$ cat src/design/pulse_modulator_regs.svh
// Register offsets, field positions, reset values and AXI response codes for the pulse modulator.
// Assumes byte addressing on a 32-bit AXI4-Lite bus; each register takes one aligned word.
`ifndef PULSE_MODULATOR_REGS_SVH
`define PULSE_MODULATOR_REGS_SVH

// -----------------------------------------------------------------------------
// Register indices and byte addresses
// -----------------------------------------------------------------------------
`define CONTROL_INDEX      8'h2D
`define DUTY_INDEX         8'h2E
`define PERIOD_INDEX       8'h2F
`define IRQ_STATUS_INDEX   8'h30
`define IRQ_MASK_INDEX     8'h31
`define CONTROL_ADDR       {`CONTROL_INDEX, 2'b00}
`define DUTY_ADDR          {`DUTY_INDEX, 2'b00}
`define PERIOD_ADDR        {`PERIOD_INDEX, 2'b00}
`define IRQ_STATUS_ADDR    {`IRQ_STATUS_INDEX, 2'b00}
`define IRQ_MASK_ADDR      {`IRQ_MASK_INDEX, 2'b00}

// -----------------------------------------------------------------------------
// Control word fields
// -----------------------------------------------------------------------------
`define RUN_BIT            7
`define POLARITY_BIT       6
`define CYCLE_BIT          4
`define RATE_MSB           3
`define RATE_LSB           0

// -----------------------------------------------------------------------------
// Reset values
// -----------------------------------------------------------------------------
`define CONTROL_RESET      8'h00
`define DUTY_RESET         8'h00
`define PERIOD_RESET       8'hFF
`define MASK_RESET         1'b0

// -----------------------------------------------------------------------------
// AXI responses
// -----------------------------------------------------------------------------
`define RESP_OKAY          2'b00
`define RESP_SLVERR        2'b10

`endif

$ cat src/design/pulse_modulator_pkg.sv
// Types shared by the pulse modulator files.
// Assumes the header of constants is included where offsets are needed.
package pulse_modulator_pkg;

   // Rate code selecting the modulator clock divider
   typedef logic [3:0] rate_code_type;

   // Eight-bit register value
   typedef logic [7:0] byte_type;

endpackage

$ cat src/design/pulse_modulator.sv
// Single-channel pulse width modulator with an AXI4-Lite register slave.
// Functional notes
// - Output modulates only while run bit set
// - Setting run bit starts a cycle immediately
// - Duty zero gives 0%, FF/FF gives 255/256
// - Polarity one with duty zero gives 100%
// - Polarity selects active level; idle output high
// - Duty write shadows polarity, applied at cycle end
// - Duty and period reload at start or wrap
// - Wrap sets cycle flag; write one clears
// - Four-bit rate code selects sixteen dividers
// - Rate changes act at once; avoid mid-cycle
// - Duty above period holds passive state
// - Frame lasts period plus one ticks
// - Eight-bit duty and period registers
// - All registers accessible any time
// - Keeps modulating in wait state
// - Clock halt in stop freezes waveform
// - Reset clears run, rate, polarity, duty
// Assumes a single 125 MHz clock; the oscillator is aclk and stop halts it.
`timescale 1ns/1ps
`include "pulse_modulator_regs.svh"

module pulse_modulator
   import pulse_modulator_pkg::*;
(
   input  wire logic        aclk,           // System clock
   input  wire logic        aresetn,        // Synchronous reset, active low
   input  wire logic [31:0] s_axi_awaddr,   // Write address
   input  wire logic        s_axi_awvalid,  // Write address valid
   output logic             s_axi_awready,  // Write address ready
   input  wire logic [31:0] s_axi_wdata,    // Write data
   input  wire logic [3:0]  s_axi_wstrb,    // Write strobes
   input  wire logic        s_axi_wvalid,   // Write data valid
   output logic             s_axi_wready,   // Write data ready
   output logic [1:0]       s_axi_bresp,    // Write response
   output logic             s_axi_bvalid,   // Write response valid
   input  wire logic        s_axi_bready,   // Write response ready
   input  wire logic [31:0] s_axi_araddr,   // Read address
   input  wire logic        s_axi_arvalid,  // Read address valid
   output logic             s_axi_arready,  // Read address ready
   output logic [31:0]      s_axi_rdata,    // Read data
   output logic [1:0]       s_axi_rresp,    // Read response
   output logic             s_axi_rvalid,   // Read data valid
   input  wire logic        s_axi_rready,   // Read data ready
   output logic             pwm_out,        // Modulated output pin
   output logic             irq             // Level interrupt
);

   // -----------------------------------------------------------------------------
   // Register state
   // -----------------------------------------------------------------------------
   logic          run_reg;            // Run bit
   logic          polarity_reg;       // Programmed polarity
   logic          cycle_flag_reg;     // Frame-end flag
   rate_code_type rate_reg;           // Rate code
   byte_type      duty_reg;           // Pending duty value
   byte_type      period_reg;         // Pending period value
   logic          shadow_pol_reg;     // Polarity copied on duty write
   logic          irq_mask_reg;       // Interrupt mask
   logic          irq_status_reg;     // Sticky wrap event

   // Active copies used by the generator
   byte_type      act_duty_reg;       // Duty in use
   byte_type      act_period_reg;     // Period in use
   logic          act_pol_reg;        // Polarity in use
   byte_type      count_reg;          // Modulator clock counter
   logic          out_reg;            // Registered output

   // -----------------------------------------------------------------------------
   // AXI4-Lite write channel
   // -----------------------------------------------------------------------------
   logic       aw_held_reg;   // Address captured
   logic [9:0] aw_addr_reg;   // Captured byte address
   logic       w_held_reg;    // Data captured
   logic [7:0] w_data_reg;    // Captured low byte
   logic       w_lane0_reg;   // Low byte lane enabled
   logic       bvalid_reg;    // Response pending
   logic [1:0] bresp_reg;     // Response code

   // Handshakes and write decode
   wire        aw_take   = s_axi_awvalid && s_axi_awready;
   wire        w_take    = s_axi_wvalid && s_axi_wready;
   wire        wr_fire   = aw_held_reg && w_held_reg && !bvalid_reg;
   wire        wr_ctrl   = wr_fire && (aw_addr_reg == `CONTROL_ADDR);
   wire        wr_duty   = wr_fire && (aw_addr_reg == `DUTY_ADDR);
   wire        wr_period = wr_fire && (aw_addr_reg == `PERIOD_ADDR);
   wire        wr_stat   = wr_fire && (aw_addr_reg == `IRQ_STATUS_ADDR);
   wire        wr_mask   = wr_fire && (aw_addr_reg == `IRQ_MASK_ADDR);
   wire        wr_hit    = wr_ctrl || wr_duty || wr_period || wr_stat || wr_mask;
   wire        wr_byte   = wr_fire && w_lane0_reg;

   // Closed while held or answering
   assign s_axi_awready = !aw_held_reg && !bvalid_reg;
   assign s_axi_wready  = !w_held_reg && !bvalid_reg;
   assign s_axi_bvalid  = bvalid_reg;
   assign s_axi_bresp   = bresp_reg;

   // Capture address and data in either order
   always_ff @(posedge aclk) begin
      if (!aresetn) begin
         // Nothing captured
         aw_held_reg <= 1'b0;
         aw_addr_reg <= 10'h000;
         w_held_reg  <= 1'b0;
         w_data_reg  <= 8'h00;
         w_lane0_reg <= 1'b0;
      end else begin
         // Address phase
         if (aw_take) begin
            aw_held_reg <= 1'b1;
            aw_addr_reg <= {s_axi_awaddr[9:2], 2'b00};
         end else if (wr_fire) begin
            aw_held_reg <= 1'b0;
         end

         // Data phase, low byte lane
         if (w_take) begin
            w_held_reg  <= 1'b1;
            w_data_reg  <= s_axi_wdata[7:0];
            w_lane0_reg <= s_axi_wstrb[0];
         end else if (wr_fire) begin
            w_held_reg <= 1'b0;
         end
      end
   end

   // Write response; unmapped addresses answer with an error
   always_ff @(posedge aclk) begin
      if (!aresetn) begin
         // No answer pending
         bvalid_reg <= 1'b0;
         bresp_reg  <= `RESP_OKAY;
      end else if (wr_fire) begin
         // Write performed
         bvalid_reg <= 1'b1;
         bresp_reg  <= wr_hit ? `RESP_OKAY : `RESP_SLVERR;
      end else if (s_axi_bready) begin
         // Answer taken
         bvalid_reg <= 1'b0;
      end
   end

   // -----------------------------------------------------------------------------
   // AXI4-Lite read channel
   // -----------------------------------------------------------------------------
   logic        rvalid_reg;  // Read data pending
   logic [31:0] rdata_reg;   // Read data
   logic [1:0]  rresp_reg;   // Read response
   logic [9:0]  rd_addr;     // Read word address
   logic [7:0]  rd_value;    // Selected register
   logic        rd_hit;      // Address mapped

   // Word address of the read
   assign rd_addr = {s_axi_araddr[9:2], 2'b00};
   assign rd_hit  = (rd_addr == `CONTROL_ADDR) || (rd_addr == `DUTY_ADDR) ||
                    (rd_addr == `PERIOD_ADDR) || (rd_addr == `IRQ_STATUS_ADDR) ||
                    (rd_addr == `IRQ_MASK_ADDR);
   // Read selection; registers readable at any moment
   assign rd_value =
      (rd_addr == `CONTROL_ADDR)    ? {run_reg, polarity_reg, 1'b0, cycle_flag_reg, rate_reg} :
      (rd_addr == `DUTY_ADDR)       ? duty_reg :
      (rd_addr == `PERIOD_ADDR)     ? period_reg :
      (rd_addr == `IRQ_STATUS_ADDR) ? {7'h00, irq_status_reg} :
      (rd_addr == `IRQ_MASK_ADDR)   ? {7'h00, irq_mask_reg} : 8'h00;

   // One read at a time
   assign s_axi_arready = !rvalid_reg;
   assign s_axi_rvalid  = rvalid_reg;
   assign s_axi_rdata   = rdata_reg;
   assign s_axi_rresp   = rresp_reg;

   // Read answer one cycle after the address is taken
   always_ff @(posedge aclk) begin
      if (!aresetn) begin
         // No data pending
         rvalid_reg <= 1'b0;
         rdata_reg  <= 32'h0000_0000;
         rresp_reg  <= `RESP_OKAY;
      end else if (s_axi_arvalid && s_axi_arready) begin
         // Address taken
         rvalid_reg <= 1'b1;
         rdata_reg  <= {24'h000000, rd_value};
         rresp_reg  <= rd_hit ? `RESP_OKAY : `RESP_SLVERR;
      end else if (s_axi_rready) begin
         // Data taken
         rvalid_reg <= 1'b0;
      end
   end

   // -----------------------------------------------------------------------------
   // Generator timing
   // -----------------------------------------------------------------------------
   logic tick;        // Modulator clock enable
   logic start;       // Run bit rising
   logic wrap;        // Frame completes
   logic reload;      // Settings move to active copies

   wire run_set = wr_byte && wr_ctrl && w_data_reg[`RUN_BIT];
   // A start is a write setting the run bit while halted
   assign start  = run_set && !run_reg;
   // Frame ends after period plus one ticks
   assign wrap   = run_reg && tick && (count_reg == act_period_reg);
   // Reload at start or at wrap
   assign reload = start || wrap;

   // Prescaler; stops ticking with the system clock in stop
   // Cleared while halted, so a start is clean
   rate_prescaler prescaler (
      .aclk      (aclk),
      .aresetn   (aresetn),
      .run       (run_reg),
      .rate_code (rate_reg),
      .tick      (tick)
   );

   // -----------------------------------------------------------------------------
   // Control register and programmed values
   // -----------------------------------------------------------------------------
   // Reset clears run, rate, polarity and duty
   always_ff @(posedge aclk) begin
      if (!aresetn) begin
         // Channel off, pin high
         run_reg        <= 1'b0;
         polarity_reg   <= 1'b0;
         rate_reg       <= 4'h0;
         duty_reg       <= `DUTY_RESET;
         period_reg     <= `PERIOD_RESET;
         shadow_pol_reg <= 1'b0;
         irq_mask_reg   <= `MASK_RESET;
      end else begin
         // Control word
         if (wr_byte && wr_ctrl) begin
            run_reg      <= w_data_reg[`RUN_BIT];
            polarity_reg <= w_data_reg[`POLARITY_BIT];
            rate_reg     <= w_data_reg[`RATE_MSB:`RATE_LSB];
         end

         // Duty; shadows polarity
         if (wr_byte && wr_duty) begin
            duty_reg       <= w_data_reg;
            shadow_pol_reg <= polarity_reg;
         end

         // Period
         if (wr_byte && wr_period) begin
            period_reg <= w_data_reg;
         end

         // Interrupt mask
         if (wr_byte && wr_mask) begin
            irq_mask_reg <= w_data_reg[0];
         end
      end
   end

   // Cycle flag and interrupt status: set wins over clear
   always_ff @(posedge aclk) begin
      if (!aresetn) begin
         cycle_flag_reg <= 1'b0;
         irq_status_reg <= 1'b0;
      end else begin
         // Frame-end flag
         if (wrap) begin
            cycle_flag_reg <= 1'b1;
         end else if (wr_byte && wr_ctrl && w_data_reg[`CYCLE_BIT]) begin
            cycle_flag_reg <= 1'b0;
         end

         // Sticky interrupt status
         if (wrap) begin
            irq_status_reg <= 1'b1;
         end else if (wr_byte && wr_stat && w_data_reg[0]) begin
            irq_status_reg <= 1'b0;
         end
      end
   end

   assign irq = irq_status_reg && irq_mask_reg;

   // -----------------------------------------------------------------------------
   // Active copies and frame counter
   // -----------------------------------------------------------------------------
   // Pending values taken at start or wrap
   always_ff @(posedge aclk) begin
      if (!aresetn) begin
         // Same as the programmed values
         act_duty_reg   <= `DUTY_RESET;
         act_period_reg <= `PERIOD_RESET;
         act_pol_reg    <= 1'b0;
      end else if (reload) begin
         // A write on this edge wins
         act_duty_reg   <= (wr_byte && wr_duty) ? w_data_reg : duty_reg;
         act_period_reg <= (wr_byte && wr_period) ? w_data_reg : period_reg;
         act_pol_reg    <= (wr_byte && wr_duty) ? polarity_reg : shadow_pol_reg;
      end
   end

   // Counter runs 0..period; cleared to zero while halted
   always_ff @(posedge aclk) begin
      if (!aresetn || !run_reg || start) begin
         // Halted or starting
         count_reg <= 8'h00;
      end else if (wrap) begin
         // Next frame
         count_reg <= 8'h00;
      end else if (tick) begin
         // One modulator clock
         count_reg <= count_reg + 8'h01;
      end
   end

   // -----------------------------------------------------------------------------
   // Output stage
   // -----------------------------------------------------------------------------
   logic active;     // Active phase of the frame
   logic out_next;   // Output next value
   logic zero_duty;  // Duty of zero in use

   // Active while count below duty; duty above period is passive
   assign active    = (act_duty_reg <= act_period_reg) && (count_reg < act_duty_reg);
   // Polarity one with zero duty stays on
   assign zero_duty = (act_duty_reg == 8'h00);
   // Active level follows polarity; halted output idles high
   assign out_next  = !run_reg ? 1'b1 : (act_pol_reg ? (active || zero_duty) : !active);

   // Registered output pin
   always_ff @(posedge aclk) begin
      if (!aresetn) begin
         // Idle level
         out_reg <= 1'b1;
      end else begin
         // One cycle behind the frame
         out_reg <= out_next;
      end
   end

   assign pwm_out = out_reg;

endmodule

$ cat src/design/rate_prescaler.sv
// Prescaler producing one-cycle modulator clock enables from the system clock.
// Assumes the rate code comes straight from the control register, unbuffered.
`timescale 1ns/1ps

module rate_prescaler
   import pulse_modulator_pkg::*;
(
   input  wire logic          aclk,       // System clock
   input  wire logic          aresetn,    // Synchronous reset, active low
   input  wire logic          run,        // Counts only while running
   input  wire rate_code_type rate_code,  // Divider select
   output logic               tick        // Modulator clock enable
);

   // -----------------------------------------------------------------------------
   // Divider counting in half-steps
   // -----------------------------------------------------------------------------
   // Each oscillator clock adds two half-steps; divide by N means 2N
   // half-steps. Fractional rates alternate gaps, giving the right average.
   logic [8:0] acc_reg;   // Accumulated half-steps
   logic [8:0] acc_next;  // Next accumulator
   logic [8:0] limit;     // Half-steps per enable

   // Twice the divider ratio for each rate code
   function automatic logic [8:0] twice_ratio(input rate_code_type code);
      logic [8:0] base;
      base = 9'h002 << code[3:1];
      if (code[0]) begin
         twice_ratio = base + (base >> 1);
      end else begin
         twice_ratio = base;
      end
   endfunction

   // Ratio table follows 1,1.5,2,3,...,128,192
   assign limit    = twice_ratio(rate_code);
   assign acc_next = acc_reg + 9'h002;
   // Rate changes act at once, no buffering
   assign tick     = run && (acc_next >= limit);

   // Accumulator; cleared when halted so a start begins fresh
   always_ff @(posedge aclk) begin
      if (!aresetn || !run) begin
         acc_reg <= 9'h000;
      end else if (tick) begin
         acc_reg <= acc_next - limit;
      end else begin
         acc_reg <= acc_next;
      end
   end

endmodule

$ cat config.mk
export PLATFORM = sky130hd
export DESIGN_NAME = pulse_modulator
export DESIGN_NICKNAME = d
export VERILOG_FILES = /design/src/design/pulse_modulator_pkg.sv /design/src/design/pulse_modulator.sv /design/src/design/rate_prescaler.sv
export VERILOG_INCLUDE_DIRS = /design/src /design/src/design
export SDC_FILE = /design/constraint.sdc
export NUM_CORES = 1
export LEC_CHECK = 0
export ABC_CLOCK_PERIOD_IN_PS = 8800
export BUFFER_PORTS_ARGS = -buffer_cell sky130_fd_sc_hd__buf_4
export CAP_MARGIN = 10
export CORE_UTILIZATION = 40
export DETAILED_ROUTE_END_ITERATION = 10
export PLACE_DENSITY = 0.62
export SYNTH_ARGS = -nofsm -noshare
export SYNTH_HDL_FRONTEND = slang
export SYNTH_SLANG_ARGS = --single-unit
$ cat constraint.sdc
create_clock -name aclk -period 8.8 [get_ports aclk]
set_input_delay 1.76 -clock aclk [delete_from_list [all_inputs] [get_ports aclk]]
set_output_delay 1.76 -clock aclk [all_outputs]
set_load 0.05 [all_outputs]
# ---- Word level (Yosys, flattened, before mapping)
# Index checks and enable logic that the tools add are counted.
dict set report totals {
  in_bits 107
  regBits 94
  mem_bits_ro 0
  latchBits 0
  output_inout_bits 43
  ramBits 0
  elab_cells 123
  n_memories 0
}
dict set report classes {
  muxes 24
  bitwise_logic 0
  n_mul 0
  reduce_logical 55
  shift 1
  n_lt_le_gt_ge 3
  add_sub_neg 4
  eq_ne 11
  div_mod_pow 0
}
# op n
set op_table {}
lappend op_table {{8-bit by 6-bit equality test with 1-bit output, second input constant} 10}
lappend op_table {{8-bit 2-to-1 mux} 5}
lappend op_table {{1-bit logical AND} 27}
lappend op_table {{9-bit 2-to-1 mux} 2}
lappend op_table {{1-bit 2-to-1 mux} 15}
lappend op_table {{1-bit logical OR} 12}
lappend op_table {{2-bit nonzero test} 6}
lappend op_table {{9-bit by 2-bit adder with 9-bit output, second input constant} 1}
lappend op_table {{9-bit by 8-bit adder with 9-bit output} 1}
lappend op_table {{9-bit >= comparator} 1}
lappend op_table {{2-bit by 3-bit left shift with 9-bit output, first input constant} 1}
lappend op_table {{9-bit subtractor} 1}
lappend op_table {{8-bit by 1-bit adder with 8-bit output, second input constant} 1}
lappend op_table {{8-bit equality test} 1}
lappend op_table {{8-bit <= comparator} 1}
lappend op_table {{8-bit logical NOT} 1}
lappend op_table {{8-bit less-than comparator} 1}
lappend op_table {{1-bit logical NOT} 7}
lappend op_table {{2-bit 2-to-1 mux} 2}
lappend op_table {{2-bit AND reduction} 1}
lappend op_table {{2-bit OR reduction} 1}

# ---- Longest topological paths before layout
# Gate-level depths: netlist of run 1.
dict set report logic_depth {
  ltp_word 8
  depth_mapped 13
}

# ---- By module
# A second synthesis of run 1 with hierarchy kept.
dict set report unflattened {
  cells_unflattened 592
  area_unflattened_um2 5230.0
}
# mod area_per_inst_um2 n_inst cells_per_inst
set modules_own_cells {}
lappend modules_own_cells {pulse_modulator 4171.5 1 461}
lappend modules_own_cells {rate_prescaler 1058.5 1 131}

# ---- Worst setup path after synthesis of run 1
# No wires, ideal clock.
dict set report synth_timing {
  path_type {register to register}
  start {register rate_reg[3]}
  end {register act_duty_reg[0]}
  n_path_buf 2
  path_stages_with_launch 14
  t_required_ns 8.679
  t_arrival_ns 3.125
  path_slack_ns 5.554
  path_cell_list {dfxtp_1 -> clkbuf_1 -> nor2b_1 -> and2_1 -> ha_1 -> mux2i_1 -> ha_1 -> a21oi_1 -> nand2_1 -> o2111ai_1 -> a211oi_1 -> a21oi_2 -> buf_6 -> mux2_4}
}
dict set report synth_between {
  elab_chain_len 8
}
# element line_no
set synth_lines {}
lappend synth_lines {{from (decl)} pulse_modulator.sv:56} ;# rate_code_type rate_reg;
lappend synth_lines {{from (signal assigned)} pulse_modulator.sv:236} ;# rate_reg <= w_data_reg[`RATE_MSB:`RATE_LSB];
lappend synth_lines {{2-bit by 3-bit left shift with 9-bit output (*)} rate_prescaler.sv:27} ;# base = 9'h002 << code[3:1];
lappend synth_lines {{9-bit by 8-bit adder with 9-bit output} rate_prescaler.sv:29} ;# twice_ratio = base + (base >> 1);
lappend synth_lines {{9-bit 2-to-1 mux (*)} rate_prescaler.sv:28} ;# if (code[0]) begin
lappend synth_lines {{9-bit >= comparator (*)} rate_prescaler.sv:39} ;# assign tick = run && (acc_next >= limit);
lappend synth_lines {{1-bit logical AND (*)} rate_prescaler.sv:39}
lappend synth_lines {{1-bit logical AND (*) (2 in a row)} pulse_modulator.sv:203} ;# assign wrap = run_reg && tick && (count_reg == act_period_reg);
lappend synth_lines {{1-bit logical OR (*)} pulse_modulator.sv:205} ;# assign reload = start || wrap;
lappend synth_lines {{to (signal assigned)} pulse_modulator.sv:288} ;# act_duty_reg <= `DUTY_RESET;
lappend synth_lines {{to (signal assigned)} pulse_modulator.sv:293} ;# act_duty_reg <= (wr_byte && wr_duty) ? w_data_reg : duty_reg;
lappend synth_lines {{to (decl)} pulse_modulator.sv:64} ;# byte_type act_duty_reg;
# Mark *: on every way between the ends. The rest lies on a longest branch, timed or not.
# A chain may end at the register's enable or synchronous reset.

# ---- Worst setup path in the final report of run 1
dict set report layout_timing {
  start {register rate_reg[3]}
  end {register act_duty_reg[4]}
}
# The elaborated chain is that of the path after synthesis.

==> results by group, run 1 <==
Route
  – Wl on met1: between 5 and 6 mm
  – First DRT Iteration DRCs: around 150
  – Via/cell ratio: a little under 5
  – Final wirelength: between 10 and 15 mm
  – DRC errors left: 0
  – Uppermost layer routed: met4
  – Vias: ~3900
  – 1st-pass router iterations: 4
  – Average wire per standard cell: ~14 µm
  – Met3 wire length: a little under 500 µm
  – Met2 WL: ~5.2 mm
  – Routed Antenna Nets: 0

Place
  – Placed cells: 774
  – Routability congestion estimate from global placement: between 0.8 and 0.9
  – Post-DP HPWL: about 8 mm
  – Port buffer count: 48

Floorplanning
  – Core area: roughly 12000 µm²
  – Starting Density: about two fifths
  – Die Width: between 100 and 150 µm
  – IO Pins: 150
  – Core Rows: 40
  – Die area: between 10000 and 15000 µm²
  – Die H: between 100 and 150 µm

Worst setup path
  – CP peak stage delay: 0.93 ns
  – Top delay family on crit path: compound AO/OA/AOI/OAI gates
  – Critical Path Sink Type: register
  – Worst Setup Start Kind: register
  – Cell repeated most along the worst path: ha_1
  – Buf/Inv on CP: 0
  – Critical path arrival: 4.36 ns
  – Type of the worst setup path: reg -> reg
  – Req. time, crit path: about 9.0 ns
  – CP cell instances: nor2b_1 > and2_1 > ha_1 > mux2i_1 > ha_1 > a21oi_1 > nand2_1 > o2111ai_1 > a211oi_1 > a21oi_2 > mux2_2
  – Crit path max-delay cell type: a21oi_2
  – Worst-path fanout max: 17

GRT
  – Vias in the first global route: 3772
  – Largest net degree at the start of global routing: 56
  – Antenna violations before repair: 0
  – Grt total ovfl: 0
  – GRT Overall Usage: around 18%
  – First-pass GRT wire length: approximately 18 mm

Clock tree
  – Clock buffer depth: 2
  – Clock Root Buffer: clkbuf_16
  – H-Tree Level Count: 3
  – CTS Sinks: approximately 90
  – Post-CTS Resized: 0
  – Later-pin clock latency in the skew report: around 0.35 ns
  – Worst-path clk slew: around 0.070 ns
  – CTS tree: built
  – CTS Buf Count: 9
  – Setup bufs post-CTS: 0
  – Hold Buf Count CTS: 0

Min path
  – Min-delay worst type: reg -> reg

Timing
  – WHS: around 0.45 ns
  – Final Hold Viols: 0
  – Clock skew: around 0.0094 ns
  – Final period utilization: 46.9%
  – Max Slew Vio Count: 0
  – Slew @ Worst Pin: about 1.2 ns
  – Final-report setup violation count: 0
  – Peak Freq: roughly 0.24 GHz
  – Setup TNS: 0 ns
  – Post-route minimum period: about 4.1 ns
  – Relative slew slack: 22.9%
  – RSZ-0062 raised after global routing: no

Finish
  – Area Overhead vs Synth: 13.4%
  – Final Util: between 40% and 50%
  – Diode count: 0
  – Share of layout cells above drive strength 1: between 10% and 20%
  – Nets@finish: between 700 and 800
  – Non-Filler Instances: 789
  – Largest register FFs: 9

Logic synthesis
  – Yosys top cell by area: dfxtp_1
  – Area contributors post-synth: dfxtp_1 (37%), ha_1 (6.7%), mux2i_1 (6.2%)
  – Warnings from Yosys: 0
  – Cell Area, Synth: ~5000 µm²
  – Number of synthesized flops with an enable pin: 0
  – Gate Count Post-Synth: between 500 and 600
  – #FFs+latches synth: 92
  – Synth top cells by count: dfxtp_1 (92), nand2_1 (72), nor2_1 (65)
  – Main synth FF type: dfxtp_1
  – Distinct cells, synth: 54
  – Mean Syn Cell Area: approximately 8.7 µm²
  – Seq/Total Area, Yosys: between 30% and 40%
  – Top cell type's share of synthesized area: between 30% and 40%
  – Synth async-reset ratio: 0%
  – Most common cell in the synthesized netlist: dfxtp_1

Status
  – Outcome: completed

Power
  – Leak: between 0.002 and 0.0025 µW
  – Maximum vdd drop: ~0.11 mV
  – Power Density: roughly 160 nW/µm²

Flow run
  – Maxcap violations: 0
==> cell type report <==
cell class | instances | area (µm²)
Tap cell | 168 | 210
Fill cell | 1192 | 6420
Sequential cell | 92 | 1840
Clock inverter | 4 | 31.3
Multi-Input combinational cell | 438 | 2880
Inverter | 26 | 97.6
Timing Repair Buffer | 50 | 375
Clock buffer | 11 | 253
==> final timing paths <==
path | from | endpoint | slack (ns) | depth (start not counted)
worst min register to register | aw_addr_reg[7]$_SDFFE_PN0P_ | aw_addr_reg[7]$_SDFFE_PN0P_ | 0.45 | 2
worst max register to register | rate_reg[3]$_SDFFE_PN0P_ | act_duty_reg[4]$_SDFFE_PN0P_ | 4.68 | 11
worst min-delay path | aw_addr_reg[7]$_SDFFE_PN0P_ | aw_addr_reg[7]$_SDFFE_PN0P_ | 0.45 | 2
worst max-delay path | rate_reg[3]$_SDFFE_PN0P_ | act_duty_reg[4]$_SDFFE_PN0P_ | 4.68 | 11
==> report_power, final <==
group | total [µW] | internal, µW | switching [µW]
registers | 431 | 424 | 7.60
clock network | 376 | 208 | 169
logic | 80.5 | 22.6 | 57.9
==> metal layers <==
| metal | track usage, % | vias to the layer above |
|---|---|---|
| met1 | 21.8 | 1797 |
| met5 | 0 | - |
| li1 | - | 2002 |
| met4 | 4.68 | 0 |
| met3 | 5.26 | 18 |
| met2 | 30.0 | 79 |
==> worst reg2reg max path: cells and delay by family, from the launching register on <==
family          cells  cell delay [ns]
fa+ha+maj           2             0.56
flops               1             0.48
mux                 2             0.58
simple gates        3             0.50
compound gates      4             1.89
==> placed cells by master, fill, tap and decap left out, drive strengths merged, types with 3 or more instances in the layout <==
master,netlist,routed
dfxtp,92,92
nand2,72,72
nor2,65,65
buf,32,50
a21oi,44,44
mux2i,31,31
inv,26,28
ha,27,27
conb,1,26
mux2,24,24
xnor2,20,20
o21ai,17,17
a211oi,11,11
clkbuf,16,11
nand2b,9,9
and2,9,9
a22oi,9,9
nand4,8,8
nor2b,8,8
xor2,7,7
nand3,7,7
o21a,5,5
nand3b,4,4
nor3,4,4
nor4,3,3
nor3b,3,3
==> logic make-up after synthesis <==
group	after synthesis	synth area share, %
flip-flops	92	36.7
other	1	0.0747
XOR/XNOR	27	4.71
AND/OR/NAND/NOR	204	19.5
adder cells (fa/ha/maj)	28	7.13
buffers and inverters	74	7.78
AO/OA/AOI/OAI	98	11.8
multiplexers	55	12.3
==> through the flow <==
stage	power, µW	setup slack [ns]	instance area [µm²]
after global placement	520	4.73	5410
after detailed placement	521	4.68	5410
after global routing	919	4.21	5690
final	888	4.68	5690
after CTS	896	4.66	5690
after floorplan	507	5.55	5110
Power figures use the tool's default switching activity.
==> run 2: changes to the inputs <==
ABC_CLOCK_PERIOD_IN_PS = 3610   (was 8800)
PLACE_DENSITY = 0.64   (was 0.62)
clock period = 3.61 ns   (was 8.8 ns; I/O delays follow)
==> results by group, run 2 (synthesis results as in run 1) <==
Clock tree
  – CTS tree: built
  – Later-pin clock latency in the skew report: 0.35 ns (about the same)
  – Setup bufs post-CTS: 0 (unchanged)
  – H-Tree Level Count: 3 (unchanged)
  – Clock Root Buffer: clkbuf_16
  – CTS Sinks: 92 (unchanged)
  – Worst-path clk slew: 0.07 ns (about the same)
  – Clock buffer depth: 2 (unchanged)
  – CTS Buf Count: 9 (unchanged)

Finish
  – Most common cell after layout, fill and taps aside: dfxtp_1
  – Finished Cell Area: 5740 µm² (+0.86%)
  – Most frequent cells in the layout: dfxtp_1 (92), nand2_1 (72), nor2_1 (65)
  – Sequential Area: 1840 µm² (unchanged)
  – Nets@finish: 758 (+0.80%)
  – Share of layout cells above drive strength 1: 16.7% (+0.94 points)
  – Multi-input gate area in the final layout: 2890 µm² (+0.13%)
  – Fill count: 1195 (+0.25%)
  – Area Overhead vs Synth: 14.3%
  – Diode count: 0 (unchanged)
  – Largest register FFs: 9 (unchanged)

Place
  – Port buffer count: 48 (unchanged)
  – Post-Place Cell Area: 5450 µm² (+0.83%)
  – Routability congestion estimate from global placement: 0.863 (-1.1%)
  – Post-DP HPWL: 8.18 mm (+0.96%)

Route
  – Final wirelength: 10.9 mm (+0.90%)
  – Average wire per standard cell: 13.7 µm (about the same)
  – DRC errors left: 0 (unchanged)
  – Routed Antenna Nets: 0 (unchanged)
  – 1st-pass router iterations: 4 (unchanged)
  – First DRT Iteration DRCs: 154 (+4.1%)
  – Via/cell ratio: 4.97 (+0.72%)
  – Vias: 3959 (+1.6%)

Floorplanning
  – Die H: 114 µm (unchanged)
  – Starting Density: 41.4% (unchanged)
  – Core Rows: 40 (unchanged)
  – Die Width: 114 µm (unchanged)
  – Die area: 13000 µm² (unchanged)
  – IO Pins: 150 (unchanged)
  – Core area: 12100 µm² (unchanged)

GRT
  – Vias in the first global route: 3893 (+3.2%)
  – First-pass GRT wire length: 18.3 mm (+0.99%)
  – Grt total ovfl: 0 (unchanged)
  – GRT Overall Usage: 17.7% (+0.056 points)
  – Antenna violations before repair: 0 (unchanged)
  – Largest net degree at the start of global routing: 56 (unchanged)

Power
  – Power Density: 376 nW/µm² (+140%)
  – Maximum vdd drop: 0.284 mV (+150%)
  – Design Power: 2160 µW (+140%)
  – Leak: 0.00238 µW (+0.90%)

Worst setup path
  – FF-to-FF Start: rate_reg[2]$_SDFFE_PN0P_
  – Worst-case reg-to-reg path depth: 12 (+1)
  – Type of the worst setup path: reg -> reg
  – Req. time, crit path: 3.85 ns (-5.18 ns)
  – R2R setup slack: 0.26 ns (-4.42 ns)
  – Worst Setup Start Kind: register
  – Critical Path Sink Type: register
  – Worst-path fanout max: 9 (-8)
  – Critical path arrival: 3.59 ns (-0.77 ns)
  – Reg-to-Reg End: act_duty_reg[7]$_SDFFE_PN0P_

Status
  – Outcome: completed

Timing
  – Final period utilization: 92.9% (+46 points)
  – Clock skew: 0.00914 ns (-0.000273 ns)
  – Setup TNS: 0 ns (unchanged)
  – Final Hold Viols: 0 (unchanged)
  – Slew @ Worst Pin: 0.935 ns (-0.222 ns)
  – Peak Freq: 0.298 GHz (+23%)
  – WHS: 0.460 ns (+0.00831 ns)
  – RSZ-0062 raised after global routing: no
  – Relative slew slack: 37.6% (+15 points)
  – Final-report setup violation count: 0 (unchanged)
  – Max Slew Vio Count: 0 (unchanged)
  – Post-route minimum period: 3.35 ns (-0.771 ns)

Flow run
  – Maxcap violations: 0 (unchanged)

Min path
  – Worst Hold End: aw_addr_reg[7]$_SDFFE_PN0P_
  – Hold Crit Start: aw_addr_reg[7]$_SDFFE_PN0P_
  – Min-delay worst type: reg -> reg
  – Worst hold stages: 2 (unchanged)
## run 2: changes by cell type in the layout (fill, tap and decap cells not counted)
cell        change
clkinvlp_4      +2
a21oi_2         +1
clkinv_4        -1
a21oi_1         -1
clkinv_2        -1
inv_8           +2
clkbuf_8        -2
buf_4           +6
clkbuf_1        +1
## run 2: routing by layer
metal | global-route usage [%] | up-vias | routed length [µm]
li1 | - | 2024 | -
met1 | 22.0 | 1859 | 5070
met2 | 30.4 | 66 | 5370
met3 | 3.72 | 10 | 360
met4 | 6.15 | 0 | 112
met5 | 0 | - | 0
## run 2: worst max-delay path, cell delays in order (launching register included)
cell and delay [ns]:
dfxtp_1 0.51, nor2b_1 0.13, and2_1 0.19, ha_1 0.28, mux2i_1 0.09, ha_1 0.39, nand4_1 0.14, o21bai_1 0.23
a21oi_2 0.14, a211oi_1 0.50, a21oi_2 0.12, buf_4 0.21, mux2_4 0.30
## run 2: layout make-up
class	count	share of cell area (%)
well taps	168	3.66
multi-input cells	438	50.3
clock inverters	6	0.959
flip-flops and latches	92	32.1
clock buffers	10	3.99
repair buffers	56	7.33
inverters	26	1.70
## run 2: worst max path at each step
stage / cells after the start / from / slack, ns / to
final: 12 / rate_reg[2]$_SDFFE_PN0P_ / 0.26 / act_duty_reg[7]$_SDFFE_PN0P_
after detailed placement: 12 / rate_reg[2]$_SDFFE_PN0P_ / 0.27 / act_duty_reg[6]$_SDFFE_PN0P_
after floorplan: 13 / rate_reg[3]$_SDFFE_PN0P_ / 0.36 / act_duty_reg[0]$_SDFFE_PN0P_
after global routing: 12 / rate_reg[2]$_SDFFE_PN0P_ / 0.06 / prescaler.acc_reg[3]$_SDFF_PN0_
after CTS: 12 / rate_reg[2]$_SDFFE_PN0P_ / 0.23 / act_duty_reg[6]$_SDFFE_PN0P_
after global placement: 12 / rate_reg[2]$_SDFFE_PN0P_ / 0.32 / act_duty_reg[6]$_SDFFE_PN0P_
## run 2: repair_timing
action / CTS / global route
resized for setup: 0 / 1
hold buffers: 0 / 0
endpoints found under the setup margin: 0 / 4
hold endpoints to repair: 0 / 0
## run 2: power breakdown
group / internal [µW] / switching, µW / total, µW
Sequential: 1030 / 19.0 / 1050
Clock: 482 / 428 / 910
Combinational: 55.1 / 140 / 196
## run 2: stage by stage
| step | util [%] | std cells | worst slack (ns) |
|---|---|---|---|
| finish | 47.4 | 796 | 0.257 |
| floorplan | - | 604 | 0.364 |
| CTS | 47.4 | 796 | 0.229 |
| detailed placement | 45.0 | 780 | 0.269 |
| global route | 47.4 | 796 | 0.0557 |
| global placement | 45.0 | 780 | 0.319 |
==> run 3: changes to the inputs <==
CORE_UTILIZATION = 47   (was 40)
GPL_ROUTABILITY_DRIVEN = 0   (was unset)
PLACE_DENSITY = 0.74   (was 0.64)
==> results by group, run 3 (synthesis results as in run 1) <==
Timing
  – Setup TNS: 0 ns (unchanged)
  – Clock skew: 0.0149 ns (+0.00571 ns)
  – Final-report setup violation count: 0 (unchanged)
  – Relative slew slack: 34.1% (-3.5 points)
  – Post-route minimum period: 3.37 ns (+0.0158 ns)
  – Final Hold Viols: 0 (unchanged)
  – Slew @ Worst Pin: 0.983 ns (+0.0481 ns)
  – Max Slew Vio Count: 0 (unchanged)
  – WHS: 0.462 ns (+0.00228 ns)
  – Final period utilization: 93.3% (+0.44 points)
  – RSZ-0062 raised after global routing: no
  – Peak Freq: 0.297 GHz (-0.47%)

GRT
  – Largest net degree at the start of global routing: 56 (unchanged)
  – Antenna violations before repair: 0 (unchanged)
  – Vias in the first global route: 3845 (-1.2%)
  – GRT Overall Usage: 19.7% (+2.0 points)
  – First-pass GRT wire length: 17.7 mm (-3.2%)
  – Grt total ovfl: 0 (unchanged)

Worst setup path
  – Cell repeated most along the worst path: ha_1
  – Worst Setup Start Kind: register
  – CP peak stage delay: 0.53 ns (+0.02 ns)
  – FF-to-FF Start: rate_reg[2]$_SDFFE_PN0P_
  – Reg-to-Reg End: act_duty_reg[4]$_SDFFE_PN0P_
  – R2R setup slack: 0.24 ns (-0.02 ns)
  – Worst-case reg-to-reg path depth: 12 (unchanged)
  – CP cell instances: nor2b_1 > and2_1 > ha_1 > mux2i_1 > ha_1 > a21oi_1 > nand2_1 > o2111ai_1 > a211oi_2 > a21oi_2 > buf_12 > mux2_2
  – Buf/Inv on CP: 1 (unchanged)
  – Worst-path fanout max: 17 (+8)
  – Top delay family on crit path: compound AO/OA/AOI/OAI gates
  – Crit path max-delay cell type: dfxtp_1
  – Critical Path Sink Type: register
  – Critical path arrival: 3.63 ns (+0.04 ns)
  – Type of the worst setup path: reg -> reg
  – Req. time, crit path: 3.87 ns (+0.02 ns)

Floorplanning
  – IO Pins: 150 (unchanged)
  – Die H: 105 µm (-7.6%)
  – Die Width: 105 µm (-7.6%)
  – Core area: 10300 µm² (-15%)
  – Core Rows: 37 (-7.5%)
  – Starting Density: 48.6% (+7.2 points)
  – Die area: 11100 µm² (-15%)

Route
  – Via/cell ratio: 5.29 (+6.3%)
  – Final wirelength: 10.7 mm (-2.2%)
  – DRC errors left: 0 (unchanged)
  – Average wire per standard cell: 14.0 µm (+2.2%)
  – Vias: 4029 (+1.8%)
  – First DRT Iteration DRCs: 186 (+21%)
  – 1st-pass router iterations: 5 (+1)
  – Routed Antenna Nets: 0 (unchanged)

Finish
  – Diode count: 0 (unchanged)
  – Final Util: 54.6% (+7.2 points)
  – Most frequent cells in the layout: dfxtp_1 (92), nand2_1 (72), nor2_1 (65)
  – Area Overhead vs Synth: 12.3%
  – Largest register FFs: 9 (unchanged)
  – Nets@finish: 756 (-0.26%)
  – Share of layout cells above drive strength 1: 16.8% (+0.053 points)
  – Most common cell after layout, fill and taps aside: dfxtp_1

Place
  – Port buffer count: 48 (unchanged)
  – Post-DP HPWL: 7.92 mm (-3.2%)

Clock tree
  – Clock Root Buffer: clkbuf_8
  – Setup bufs post-CTS: 0 (unchanged)
  – Post-CTS Resized: 0 (unchanged)
  – CTS tree: built
  – Later-pin clock latency in the skew report: 0.37 ns (+0.02 ns)
  – Worst-path clk slew: 0.10 ns (+0.03 ns)
  – Clock buffer depth: 2 (unchanged)
  – H-Tree Level Count: 3 (unchanged)
  – CTS Buf Count: 9 (unchanged)
  – Hold Buf Count CTS: 0 (unchanged)
  – CTS Sinks: 92 (unchanged)

Min path
  – Min-delay worst type: reg -> reg
  – Worst Hold End: aw_addr_reg[7]$_SDFFE_PN0P_
  – Hold Crit Start: aw_addr_reg[7]$_SDFFE_PN0P_
  – Worst hold stages: 2 (unchanged)

Power
  – Internal: 1430 µW (-9.1%)
  – Power Density: 355 nW/µm² (-5.6%)
  – Clock power share: 37.7% (-4.5 points)
  – Leak: 0.00235 µW (-1.3%)
  – Seq pwr share: 52.5% (+3.8 points)
  – Switching power: 573 µW (-2.5%)
  – Logic pwr share: 9.8% (+0.7 points)
  – Sw Ratio: 28.7% (+1.4 points)
  – Maximum vdd drop: 0.202 mV (-29%)

Flow run
  – Maxcap violations: 0 (unchanged)

Status
  – Outcome: completed
-- run 3: cell count changes in the layout (fill, tap and decap cells not counted), sizes merged --
cell / previous run / this run
clkinv: 0 / 2
clkinvlp: 2 / 1
bufinv: 0 / 1
buf: 56 / 54
clkbuf: 10 / 9
inv: 30 / 29
-- run 3: power groups by stage --
stage	logic (µW)	registers (µW)	clock network, µW
3_5_place_dp	196	1070	0
3_3_place_gp	193	1070	0
5_1_grt	210	1050	814
4_1_cts	196	1050	764
6_report	196	1050	753
2_1_floorplan	158	1080	0
-- run 3: metrics by stage --
stage	total power (µW)	area, µm²	worst slack, ns	cells
4_1_cts	2010	5630	0.189	762
5_1_grt	2080	5640	0.00998	762
3_5_place_dp	1270	5410	0.265	746
6_report	2000	5640	0.241	762
3_3_place_gp	1270	5410	0.329	746
2_1_floorplan	1240	5110	0.364	604
-- run 3: worst register-to-register path, delay by kind of cell (launching register included) --
family	cells	cell delay (ns)
buffers and inverters	1	0.19
AO/OA/AOI/OAI	4	0.99
flip-flops	1	0.53
adder cells (fa/ha/maj)	2	0.62
multiplexers	2	0.53
AND/OR/NAND/NOR	3	0.39
-- run 3: per-layer routing --
metal	track usage, %	wire (µm)
met1	25.0	4820
met2	33.1	5200
met3	3.71	427
met4	7.75	230
met5	0	0
-- run 3: how the worst max path moves through the flow --
stage                                         from                             end  slack (ns)  depth (start not counted)
after detailed placement  rate_reg[2]$_SDFFE_PN0P_  act_period_reg[5]$_SDFFE_PN1P_        0.26                         12
after CTS                 rate_reg[2]$_SDFFE_PN0P_    act_duty_reg[4]$_SDFFE_PN0P_        0.19                         12
final                     rate_reg[2]$_SDFFE_PN0P_    act_duty_reg[4]$_SDFFE_PN0P_        0.24                         12
after global placement    rate_reg[2]$_SDFFE_PN0P_    act_duty_reg[1]$_SDFFE_PN0P_        0.33                         12
after global routing      rate_reg[2]$_SDFFE_PN0P_    act_duty_reg[2]$_SDFFE_PN0P_        0.01                         12
after floorplan           rate_reg[3]$_SDFFE_PN0P_    act_duty_reg[0]$_SDFFE_PN0P_        0.36                         13
-- run 3: cell type report --
type                       count  area, µm²
inverter                      26       97.6
timing repair buffer          54        418
sequential                    92       1840
tap                          136        170
clock buffer                   9        124
fill                         901       4690
clock inverter                 7       93.8
multi-input combinational    438       2890
